$ cat config.mk
export PLATFORM = sky130hd
export DESIGN_NAME = pfa_seq
export DESIGN_NICKNAME = d
export VERILOG_FILES = /design/src/verilog/pfa_pkg.sv /design/src/verilog/pfa_gp_bank.sv /design/src/verilog/pfa_erase_timer.sv /design/src/verilog/pfa_seq.sv
export SDC_FILE = /design/constraint.sdc
export NUM_CORES = 1
export LEC_CHECK = 0
export BUFFER_PORTS_ARGS = -buffer_cell sky130_fd_sc_hd__buf_2
export CAP_MARGIN = 40
export CORE_AREA = 2 2 148 150
export CTS_CLUSTER_DIAMETER = 30
export DETAILED_ROUTE_END_ITERATION = 10
export DIE_AREA = 0 0 150 152
export HOLD_SLACK_MARGIN = 0.02
export PLACE_DENSITY_LB_ADDON = 0.05
export RECOVER_POWER = 100
export SETUP_SLACK_MARGIN = 0.3
export SLEW_MARGIN = 20
export SYNTH_ARGS = -nofsm -noshare
export SYNTH_HDL_FRONTEND = slang
export SYNTH_SLANG_ARGS = --single-unit
$ cat constraint.sdc
create_clock -name mclk -period 3.1 [get_ports mclk]
set_clock_uncertainty 0.1 [all_clocks]
set_input_delay 0.155 -clock mclk [delete_from_list [all_inputs] [get_ports mclk]]
set_output_delay 0.155 -clock mclk [all_outputs]
set_load 0.05 [all_outputs]
$ cat src/verilog/pfa_pkg.sv
// constants, state types and command codes of the fast programming port
// assumes a single 20 MHz clock and synchronous pin inputs
//
// Overview of operation
// RULE1 - set-bits command sets masked general bits
// RULE2 - clear-bits command clears bits whose pattern is 1
// RULE3 - full erase also clears general bits
// RULE4 - set/clear: command write, then data write
// RULE5 - read-bits: command write, then read returns mask
// RULE6 - security bit locks the port completely
// RULE7 - programmer selects controller 0 before securing
// RULE8 - only long erase pin press clears security
// RULE9 - commands act on current controller, default zero
// RULE10 - select command: data 0 or 1 picks controller
// RULE11 - memory write: command, two addresses, data words
// RULE12 - address increments after each data write
// RULE13 - get-version data phase returns interface version
// RULE14 - new command entry flushes the previous one
// RULE15 - write handshake: latch, drop ready, wait strobe
// RULE16 - read handshake: drive data, valid low, release
// RULE17 - command and mode codes are design parameters
// RULE18 - general, security, select state persist
package pfa_pkg;
	localparam int MODE_W = 4;
	localparam int DATA_W = 16;
	localparam int ADDR_W = 32;
	localparam int GP_W = 16;
	localparam int AV_ADDR_W = 5;

	// codes shared with the programmer model
	localparam logic [MODE_W-1:0] MODE_COMMAND_ENTRY = 4'h1; // RULE17
	localparam logic [MODE_W-1:0] MODE_LOW_ADDRESS = 4'h2;
	localparam logic [MODE_W-1:0] MODE_HIGH_ADDRESS = 4'h3;
	localparam logic [MODE_W-1:0] MODE_DATA = 4'h4;

	localparam logic [DATA_W-1:0] CMD_FULL_ERASE = 16'h0010; // RULE17
	localparam logic [DATA_W-1:0] CMD_SET_GENERAL_BITS = 16'h0020;
	localparam logic [DATA_W-1:0] CMD_CLEAR_GENERAL_BITS = 16'h0021;
	localparam logic [DATA_W-1:0] CMD_READ_GENERAL_BITS = 16'h0022;
	localparam logic [DATA_W-1:0] CMD_SET_SECURITY = 16'h0030;
	localparam logic [DATA_W-1:0] CMD_SELECT_CONTROLLER = 16'h0040;
	localparam logic [DATA_W-1:0] CMD_MEMORY_WRITE = 16'h0050;
	localparam logic [DATA_W-1:0] CMD_GET_VERSION = 16'h0060;

	// arbitrary value
	localparam logic [DATA_W-1:0] IF_VERSION = 16'h0001;
	localparam logic [DATA_W-1:0] CTRL_MAX_SEL = 16'h0001;
	localparam logic [ADDR_W-1:0] ADDR_STEP = 32'h0000_0001;

	localparam logic [AV_ADDR_W-1:0] REG_CTRL = 5'h00;
	localparam logic [AV_ADDR_W-1:0] REG_STATUS = 5'h04;
	localparam logic [AV_ADDR_W-1:0] REG_GPBITS = 5'h08;
	localparam logic [AV_ADDR_W-1:0] REG_ADDR = 5'h0c;
	localparam logic [AV_ADDR_W-1:0] REG_VERSION = 5'h10;
	localparam int CTRL_PORT_EN_BIT = 0;
	localparam logic CTRL_PORT_EN_RST = 1'b1;
	localparam int STAT_SECURED_BIT = 0;
	localparam int STAT_CTRL_SEL_BIT = 1;
	localparam int STAT_BUSY_BIT = 2;

	localparam int CLK_HZ = 20_000_000;
	localparam int ERASE_TIME_MS = 220;
	localparam int ERASE_CYCLES_DEF = (CLK_HZ / 1000) * ERASE_TIME_MS;
	localparam int ERASE_CNT_W = 23;

	typedef enum logic [2:0] {
		HS_IDLE = 3'b000,
		HS_EXEC = 3'b001,
		HS_RD_WAIT = 3'b010,
		HS_RD_DRIVE = 3'b011,
		HS_WAIT_RELEASE = 3'b100,
		HS_LOCKED = 3'b101
	} pfa_hs_t;

	typedef struct packed {
		pfa_hs_t hs;
		logic [MODE_W-1:0] mode;
		logic [DATA_W-1:0] data;
		logic [DATA_W-1:0] cmd;
		logic [ADDR_W-1:0] addr;
		logic ctrlSel;
		logic secured;
		logic portEn;
		logic [DATA_W-1:0] dOut;
		logic dOe;
		logic memWr;
		logic [ADDR_W-1:0] memAddr;
		logic [DATA_W-1:0] memData;
		logic flush;
		logic eraseReq;
		logic eraseSel;
		logic avAck;
		logic [31:0] rdata;
	} pfa_state_t;

	typedef struct packed {
		logic [GP_W-1:0] bits;
	} pfa_bank_t;

	typedef struct packed {
		logic [ERASE_CNT_W-1:0] cnt;
		logic done;
		logic fire;
	} pfa_erase_t;
endpackage

$ cat src/verilog/pfa_gp_bank.sv
// general-purpose nonvolatile bits of one flash controller
// assumes at most one of set and clear per cycle from the sequencer; a wipe wins over both
`timescale 1ns/1ns
module pfa_gp_bank (
	input wire logic mclk,
	input wire logic rst_n,
	input wire logic setEn,
	input wire logic clrEn,
	input wire logic wipe,
	input wire logic [pfa_pkg::GP_W-1:0] pattern,
	output logic [pfa_pkg::GP_W-1:0] bits
);
	import pfa_pkg::*;

	pfa_bank_t st_ff;
	pfa_bank_t nxt_st;

	always_comb begin
		nxt_st = st_ff;
		if (wipe) begin
			nxt_st.bits = '0; // RULE3
		end else if (setEn) begin
			nxt_st.bits = st_ff.bits | pattern; // RULE1
		end else if (clrEn) begin
			nxt_st.bits = st_ff.bits & ~pattern; // RULE2
		end
	end

	// state held across commands, touched only by the strobes above
	always_ff @(posedge mclk or negedge rst_n) begin
		if (!rst_n) begin
			st_ff <= '0; // RULE18
		end else begin
			st_ff <= nxt_st;
		end
	end

	assign bits = st_ff.bits;
endmodule

$ cat src/verilog/pfa_erase_timer.sv
// erase pin qualifier: one pulse after a long press with test low
// assumes the pin is already synchronous to mclk
`timescale 1ns/1ns
module pfa_erase_timer #(
	parameter int ERASE_CYCLES = pfa_pkg::ERASE_CYCLES_DEF
) (
	input wire logic mclk,
	input wire logic rst_n,
	input wire logic erasePin,
	input wire logic testSelectPin,
	output logic eraseFire
);
	import pfa_pkg::*;

	pfa_erase_t st_ff;
	pfa_erase_t nxt_st;

	always_comb begin
		nxt_st = st_ff;
		nxt_st.fire = 1'b0;
		// one shot per power-up; a release restarts the count
		if (!st_ff.done) begin
			if (erasePin && !testSelectPin) begin
				if (st_ff.cnt == ERASE_CNT_W'(ERASE_CYCLES)) begin
					nxt_st.fire = 1'b1; // RULE8
					nxt_st.done = 1'b1;
				end else begin
					nxt_st.cnt = st_ff.cnt + 1'b1;
				end
			end else begin
				nxt_st.cnt = '0;
			end
		end
	end

	always_ff @(posedge mclk or negedge rst_n) begin
		if (!rst_n) begin
			st_ff <= '0;
		end else begin
			st_ff <= nxt_st;
		end
	end

	assign eraseFire = st_ff.fire;
endmodule

$ cat src/verilog/pfa_seq.sv
// fast programming port sequencer with Avalon-MM status/control slave
// assumes programmer pins synchronous to mclk; flash array lives outside
//
// Local design decisions: the address map and register access over Avalon-MM.
`timescale 1ns/1ns
module pfa_seq #(
	parameter int ERASE_CYCLES = pfa_pkg::ERASE_CYCLES_DEF
) (
	input wire logic mclk,
	input wire logic rst_n,
	input wire logic [pfa_pkg::AV_ADDR_W-1:0] avAddress,
	input wire logic avRead,
	input wire logic avWrite,
	input wire logic [31:0] avWritedata,
	output logic [31:0] avReaddata,
	output logic avWaitrequest,
	input wire logic [pfa_pkg::MODE_W-1:0] modeIn,
	input wire logic [pfa_pkg::DATA_W-1:0] dataIn,
	output logic [pfa_pkg::DATA_W-1:0] dataOut,
	output logic dataOe,
	input wire logic commandStrobeN,
	input wire logic outputEnableN,
	output logic ready,
	output logic dataValidN,
	input wire logic erasePin,
	input wire logic testSelectPin,
	output logic memWrEn,
	output logic [pfa_pkg::ADDR_W-1:0] memWrAddr,
	output logic [pfa_pkg::DATA_W-1:0] memWrData,
	output logic flushReq,
	output logic fullEraseReq,
	output logic eraseCtrlSel,
	output logic currentCtrl,
	output logic securityActive
);
	import pfa_pkg::*;

	pfa_state_t st_ff;
	pfa_state_t nxt_st;
	logic [1:0][GP_W-1:0] gpBits;
	logic [1:0] bankSet;
	logic [1:0] bankClr;
	logic [1:0] bankWipe;
	logic eraseFire;
	logic execData;
	logic [GP_W-1:0] curBits;

	////////////////////////////////////////////////////////////////////////
	// one bank of general bits per flash controller

	genvar gi;
	generate
		for (gi = 0; gi < 2; gi++) begin : g_bank
			pfa_gp_bank u_bank (
				.mclk(mclk),
				.rst_n(rst_n),
				.setEn(bankSet[gi]),
				.clrEn(bankClr[gi]),
				.wipe(bankWipe[gi]),
				.pattern(st_ff.data),
				.bits(gpBits[gi])
			);
		end
	endgenerate

	pfa_erase_timer #(
		.ERASE_CYCLES(ERASE_CYCLES)
	) u_erase (
		.mclk(mclk),
		.rst_n(rst_n),
		.erasePin(erasePin),
		.testSelectPin(testSelectPin),
		.eraseFire(eraseFire)
	);

	assign curBits = gpBits[st_ff.ctrlSel];
	assign execData = (st_ff.hs == HS_EXEC) && (st_ff.mode == MODE_DATA);

	////////////////////////////////////////////////////////////////////////
	// bank strobes: set/clear/erase commands go to the current controller only; the pin erase wipes both banks

	always_comb begin
		bankSet = '0;
		bankClr = '0;
		bankWipe = '0;
		if (execData && st_ff.cmd == CMD_SET_GENERAL_BITS) begin
			bankSet[st_ff.ctrlSel] = 1'b1; // RULE1 RULE9
		end
		if (execData && st_ff.cmd == CMD_CLEAR_GENERAL_BITS) begin
			bankClr[st_ff.ctrlSel] = 1'b1; // RULE2 RULE9
		end
		if (execData && st_ff.cmd == CMD_FULL_ERASE) begin
			bankWipe[st_ff.ctrlSel] = 1'b1; // RULE3
		end
		// the pin erase wipes the general bits of both controllers; its full erase request names controller 0 only
		if (eraseFire) begin
			bankWipe = 2'b11; // RULE8
		end
	end

	////////////////////////////////////////////////////////////////////////
	// handshake and command sequencer

	always_comb begin
		nxt_st = st_ff;
		nxt_st.memWr = 1'b0;
		nxt_st.flush = 1'b0;
		nxt_st.eraseReq = 1'b0;
		unique case (st_ff.hs)
			HS_IDLE: begin
				if (!commandStrobeN && st_ff.portEn) begin
					nxt_st.mode = modeIn; // RULE15
					nxt_st.data = dataIn;
					nxt_st.hs = HS_EXEC;
				end
			end
			HS_EXEC: begin
				nxt_st.hs = HS_WAIT_RELEASE;
				if (st_ff.mode == MODE_COMMAND_ENTRY) begin
					// lets the flash side close a pending page buffer
					nxt_st.cmd = st_ff.data; // RULE4 RULE5 RULE13
					nxt_st.flush = 1'b1; // RULE14
				end else if (st_ff.mode == MODE_LOW_ADDRESS) begin
					nxt_st.addr[DATA_W-1:0] = st_ff.data; // RULE11 RULE12
				end else if (st_ff.mode == MODE_HIGH_ADDRESS) begin
					nxt_st.addr[ADDR_W-1:DATA_W] = st_ff.data; // RULE11 RULE12
				end else if (st_ff.mode == MODE_DATA) begin
					if (st_ff.cmd == CMD_FULL_ERASE) begin
						nxt_st.eraseReq = 1'b1; // RULE3 RULE9
						nxt_st.eraseSel = st_ff.ctrlSel;
					end else if (st_ff.cmd == CMD_SET_SECURITY) begin
						// security lives in controller 0 only
						if (!st_ff.ctrlSel) begin
							nxt_st.secured = 1'b1; // RULE7
						end
					end else if (st_ff.cmd == CMD_SELECT_CONTROLLER) begin
						if (st_ff.data <= CTRL_MAX_SEL) begin
							nxt_st.ctrlSel = st_ff.data[0]; // RULE10
						end
					end else if (st_ff.cmd == CMD_MEMORY_WRITE) begin
						nxt_st.memWr = 1'b1; // RULE11
						nxt_st.memAddr = st_ff.addr;
						nxt_st.memData = st_ff.data;
						nxt_st.addr = st_ff.addr + ADDR_STEP; // RULE12
					end else if (st_ff.cmd == CMD_READ_GENERAL_BITS || st_ff.cmd == CMD_GET_VERSION) begin
						nxt_st.hs = HS_RD_WAIT; // RULE5 RULE13
					end
				end
			end
			HS_RD_WAIT: begin
				if (!outputEnableN) begin
					nxt_st.dOut = (st_ff.cmd == CMD_GET_VERSION) ? IF_VERSION : curBits; // RULE5 RULE13
					nxt_st.dOe = 1'b1; // RULE16
					nxt_st.hs = HS_RD_DRIVE;
				end
			end
			HS_RD_DRIVE: begin
				if (outputEnableN) begin
					nxt_st.dOe = 1'b0; // RULE16
					nxt_st.hs = HS_WAIT_RELEASE;
				end
			end
			HS_WAIT_RELEASE: begin
				if (commandStrobeN) begin
					nxt_st.hs = st_ff.secured ? HS_LOCKED : HS_IDLE; // RULE15 RULE6
				end
			end
			HS_LOCKED: begin
				// no strobe is looked at until the pin erase
				if (!st_ff.secured) begin
					nxt_st.hs = HS_IDLE; // RULE6
				end
			end
			default: begin
				nxt_st.hs = HS_IDLE;
				nxt_st.dOe = 1'b0;
			end
		endcase

		// pin erase: clears security and everything behind it
		if (eraseFire) begin
			nxt_st.secured = 1'b0; // RULE8
			nxt_st.eraseReq = 1'b1;
			nxt_st.eraseSel = 1'b0;
		end

		// Avalon-MM: one wait state, write lands when waitrequest is low
		nxt_st.avAck = (avRead || avWrite) && !st_ff.avAck;
		if (avRead && !st_ff.avAck) begin
			nxt_st.rdata = '0;
			unique case (avAddress)
				REG_CTRL: nxt_st.rdata[CTRL_PORT_EN_BIT] = st_ff.portEn;
				REG_STATUS: begin
					nxt_st.rdata[STAT_SECURED_BIT] = st_ff.secured;
					nxt_st.rdata[STAT_CTRL_SEL_BIT] = st_ff.ctrlSel;
					nxt_st.rdata[STAT_BUSY_BIT] = (st_ff.hs != HS_IDLE);
				end
				REG_GPBITS: nxt_st.rdata = {gpBits[1], gpBits[0]};
				REG_ADDR: nxt_st.rdata = st_ff.addr;
				REG_VERSION: nxt_st.rdata[DATA_W-1:0] = IF_VERSION;
				default: nxt_st.rdata = '0;
			endcase
		end
		if (avWrite && st_ff.avAck && avAddress == REG_CTRL) begin
			nxt_st.portEn = avWritedata[CTRL_PORT_EN_BIT];
		end
	end

	always_ff @(posedge mclk or negedge rst_n) begin
		if (!rst_n) begin
			st_ff <= '0;
			st_ff.hs <= HS_IDLE;
			st_ff.ctrlSel <= 1'b0; // RULE9 RULE18
			st_ff.portEn <= CTRL_PORT_EN_RST;
		end else begin
			st_ff <= nxt_st;
		end
	end

	////////////////////////////////////////////////////////////////////////
	// outputs

	assign ready = (st_ff.hs == HS_IDLE);
	assign dataValidN = (st_ff.hs != HS_RD_DRIVE);
	assign dataOut = st_ff.dOut;
	assign dataOe = st_ff.dOe;
	assign memWrEn = st_ff.memWr;
	assign memWrAddr = st_ff.memAddr;
	assign memWrData = st_ff.memData;
	assign flushReq = st_ff.flush;
	assign fullEraseReq = st_ff.eraseReq;
	assign eraseCtrlSel = st_ff.eraseSel;
	assign currentCtrl = st_ff.ctrlSel;
	assign securityActive = st_ff.secured;
	assign avWaitrequest = (avRead || avWrite) && !st_ff.avAck;
	assign avReaddata = st_ff.rdata;
endmodule

After elaboration in Yosys (flattened, before gate mapping):

Cells that the tools add are included.

* add/sub/neg operators: 2
* magnitude comparators: 3
* equal/unequal tests: 41
* multiplexer cells: 75
* bitwise logic cells: 14
* reductions and logical operators: 42

Operators by type and width (number)
* $mux 49: 8
* $mux 16: 11
* $mux 23: 3
* $mux 34: 2
* $eq 16x6->1 const B: 4
* $mux 32: 2
* $mux 52: 1
* $eq 16x7->1 const B: 3
* $mux 3: 14
* $mux 33: 1
* $add 32x1->32 const B: 1
* $and 16x16->16: 2
* $or 16x16->16: 2
* $pmux 16 s2: 1
* $mux 2: 13
* $pmux 13 s2: 1
* $reduce_and 8->1: 3
* $add 23x1->23 const B: 1
* $eq 23x23->1 const B: 1
* $ne 2x2->1 const B: 10
* $mux 18: 1
* $pmux 3 s6: 1
* $reduce_and 9->1: 2
* $eq 16x5->1 const B: 1
* 33 further kinds: 88

* register bits: 233
* input port bits: 65
* output and inout bits: 106
* logic and storage cells: 201

Depth between registers and ports, before layout:

* depth in word-level cells: 12
* mapped depth: 8
* gate-level depth less buffers: 7

Hierarchy:

Synthesis repeated with hierarchy kept, for this count alone.

* cell total of the unflattened synthesis: 1231
* area, all modules: 12006.5 sq um

Modules (own cells, without submodules)
* pfa_seq: instances 1, cells each 961, area each 9092.5 sq um, seq. area each 4405.5 sq um
* pfa_erase_timer: instances 1, cells each 158, area each 1550.2 sq um, seq. area each 625.6 sq um
* pfa_gp_bank: instances 2, cells each 56, area each 681.9 sq um, seq. area each 400.4 sq um

Worst setup path before layout:

No wires, ideal clock.

* path kind: flip-flop to flip-flop
* from: register st_ff[173] in the netlist's numbering
* to: register st_ff[153] in the netlist's numbering
* library setup time: 0.125 ns
* arrival: 2.539 ns
* data required time: 2.875 ns
* path slack: 0.336 ns
* stages on the path, launching flop included: 6
* path buffers: 2
* clock period less this slack: 2.764 ns
* cells stage by stage: dfrtp_1 > buf_2 > nor3_1 > nand3b_1 > clkbuf_1 > mux2_2

* word-level cells in the longest chain between the ends: 2

Ends and longest elaborated chain
* start, declared: line pfa_seq.sv:38 `pfa_state_t st_ff;`
* start signal, assigned: line pfa_seq.sv:216 `st_ff <= nxt_st;`
* $logic_not 3->1
* named net ready: line pfa_seq.sv:23 `output logic ready,`
* $reduce_and 2->1 (no source line)

The timed path passes the listed nets, and every way through them passes these cells.
A chain may end at the register's enable or synchronous reset.

Final worst setup path:

* from: register st_ff[146] in the netlist's numbering
* to: register g_bank[0].u_bank.st_ff, in the netlist g_bank[0].u_bank.bits[12]

* word-level cells in the longest chain between the ends: 5
* elaborated cells between the ends (all ways): 13
* those cells by class: eq/ne (3); mux (6); reduce/logical (4)

Ends and longest elaborated chain
* $eq 16x5->1 or $eq 16x6->1 (tied branches): line pfa_seq.sv:92, pfa_seq.sv:86
* $logic_and 1x1->1, on equally long branches: line pfa_seq.sv:92, pfa_seq.sv:86
* $mux 2, on equally long branches: line pfa_seq.sv:92, pfa_seq.sv:86
* $mux 2 or $mux 16 (tied branches): line pfa_seq.sv:96, pfa_gp_bank.sv:22
* $reduce_bool 3->1 (no source line) or $mux 16 (tied branches)
* end signal, assigned: line pfa_gp_bank.sv:34 `st_ff <= nxt_st;`
* end, declared: line pfa_gp_bank.sv:15 `pfa_bank_t st_ff;`

Parallel ways exist; a longest one is shown, timed or not.

==> flow_summary.yaml <==
global_routing:
  antenna_found_initial: 0
  grt_max_degree: 104
  grt_pass1_wl_um: 53800
  grt_pass1_vias: 9703
  globalRouteTotalUtil_pct: 30.0
  grt_remaining_overflow: 0
clock_tree:
  h-tree-depth: 2
  path_clk_slew_ns: 0.05
  cts_tree: "done"
  numCtsBuffers: 47
  cts_sinks: 233
  cts_root_buffer: "clkbuf_16"
  insertion_delay_ns: 0.53
  clk_path_buf_depth: 3
power:
  power_mw: 10.3
  power.density_nw_per_um2: 728
  ir_drop_mv: 0.756
  power_leakage_nw: 6.29
timing:
  setup_viol: 0
  rsz0062_at_grt: "no"
  slew_violations: 102
  finalWorstSetupSlack_ns: 0.322
  tightest_slew_ns: 2.38
  slew_headroom_pct: -58.7
  hold_violations: 0
  min_period_ns: 2.78
  setup_tns_ns: 0
  post-route-period-util_pct: 89.6
  fmax_mhz: 360
die:
  die_area_sq_um: 22800
  die_h_um: 152
  io_pins: 171
  dieWidth_um: 150
  rows: 54
  initial_core_util_pct: 56.7
  core-area_sq_um: 21400
critical_path:
  cp-end-kind: "flip-flop"
  crit_arrival_ns: 3.09
  crit_required_ns: 3.42
  crit_type: "reg -> reg"
  setup.worst_path.start_class: "flip-flop"
  cp_max_fo: 17
  crit_slowest_cell: "clkbuf_1"
  max_stage_delay_ns: 0.74
  worstPathCellList: "nor4_4 > nand4_4 > o41ai_4 > clkbuf_1 > a211oi_1 > a21o_1"
layout:
  syn_to_final_growth_pct: 17.1
  mostFrequentLayoutCells: "232 x dfrtp_1, 231 x nand2_1, 120 x clkbuf_1"
  nFillCells: 1801
  final_common_cell: "dfrtp_1"
  num-nets-final: 1430
  drive_above_1_share_pct: 15.2
yosys:
  yosysWarnings: 0
  synth_edf_count: 0
  syn_nets: 1345
  netlist_instances: 1277
  yosysSeqAreaShare_pct: 48.2
  synth_area_sq_um: 12100
  async_reset_ff_share_pct: 100
  avgSynthCellArea_sq_um: 9.48
  ys_seq_elements: 233
  synth_flop_cell: "dfrtp_1"
  synth.distinct_cells: 74
drt:
  drt-total-wl_um: 33900
  vias: 9971
  drtAntennaViolNets: 0
  routedWlPerCell_um: 20.2
  first_pass_iters: 5
  drc: 0
  vias_per_cell: 5.94
  drt_iter0_markers: 854
run_status:
  violations: "max-capacitance violations, max-slew violations"
  status: "finished, violations left"
place:
  gp_congestion: 0.938
  io_buffers: 139
  dp_hpwl_um: 21900
  dp_slack_ns: 0.533
job:
  max-cap-violations: 1
worst_hold_path:
  hold_class: "in -> reg"
-- power breakdown --
part | switching [mW] | total, mW | internal (mW)
registers | 0.487 | 3.74 | 3.25
clock network | 1.65 | 4.92 | 3.27
logic | 1.07 | 1.66 | 0.586
total | 3.21 | 10.3 | 7.11
-- cell usage after synthesis, types with 18 or more instances --
master	count	area, sq um
buf_2	28	140
a22o_1	21	184
mux2_2	40	450
clkbuf_1	53	199
inv_1	56	210
o31ai_1	18	135
a21oi_1	18	90.1
nand2_1	231	867
nand3_1	25	125
dfrtp_1	232	5810
nor2_1	53	199
nand4_1	24	150
buf_4	96	721
a21o_1	21	158
a22oi_1	47	353
o21ai_0	87	435
a211oi_1	21	158
-- state kept, by name, summed over array words and instances (netlist names) --
signal and cells:
memWrData 16, eraseCtrlSel 1, flushReq 1, currentCtrl 1
dataOut 16, st_ff 73, memWrEn 1, dataOe 1
g_bank.u_bank.bits 32, fullEraseReq 1, memWrAddr 32, u_erase.st_ff 24
u_erase.eraseFire 1, avReaddata 32, securityActive 1
-- per-layer routing --
| layer | wire (um) | vias up | track usage [%] |
|---|---|---|---|
| met5 | 0 | - | 0 |
| met1 | 14100 | 4879 | 41.4 |
| met3 | 2750 | 72 | 5.92 |
| li1 | - | 4587 | - |
| met2 | 16100 | 433 | 47.3 |
| met4 | 981 | 0 | 11.1 |
-- path summary, 6_finish.rpt --
kind / start / end / slack, ns / depth (start not counted)
worst max-delay path: st_ff[146] / g_bank[0].u_bank.bits[12] / 0.32 / 6
worst min-delay path: commandStrobeN / st_ff[175] / 0.08 / 4
worst max register to register: st_ff[146] / g_bank[0].u_bank.bits[12] / 0.32 / 6
worst min register to register: memWrAddr[31] / memWrAddr[31] / 0.36 / 2
max in group asynchronous: rst_n / u_erase.st_ff[6] / 0.69 / 2
min in group asynchronous: rst_n / dataOe / 0.81 / 2
-- metrics by stage --
stage / util (%) / instance area [sq um] / hold slack, ns / instances
finish: 66.4 / 14200 / 0.0842 / 1678
global route: 66.4 / 14200 / 0.130 / 1677
CTS: 67.3 / 14400 / 0.0637 / 1677
detailed placement: 58.4 / 12500 / 0.172 / 1558
global placement: 58.2 / 12400 / 0.171 / 1556
floorplan: - / 12100 / -0.241 / 1277
-- critical path: cells and delay by family, from the launching register on --
kind                   cells  cell delay (ns)
AND/OR/NAND/NOR            2             0.71
AO/OA/AOI/OAI              3             0.71
flip-flops                 1             0.39
buffers and inverters      1             0.74
-- repair_timing --
action | CTS | global route
endpoints found under the hold margin | 131 | 0
setup buffers | 0 | 0
resized for setup | 0 | 0
hold buffers | 35 | 0
-- cell families after synthesis --
group | after synthesis | synth area share [%]
simple gates | 439 | 17.8
flops | 233 | 48.2
compound gates | 293 | 16.8
mux | 55 | 4.96
xor+xnor | 16 | 1.16
fa+ha+maj | 3 | 0.310
buf+inv | 238 | 10.8
-- area by class of cell --
cell class                      count  area (sq um)  area share (%)
Antenna cell                        1          2.50          0.0176
Clock buffer                       62          1340            9.41
Clock inverter                     22           224            1.58
Inverter                           56           210            1.48
Multi-Input combinational cell    806          4980            35.1
Sequential cell                   233          5830            41.1
Tap cell                          280           350            2.47
Timing Repair Buffer              218          1250            8.82
No activity file was read; power rests on OpenSTA's default activity.
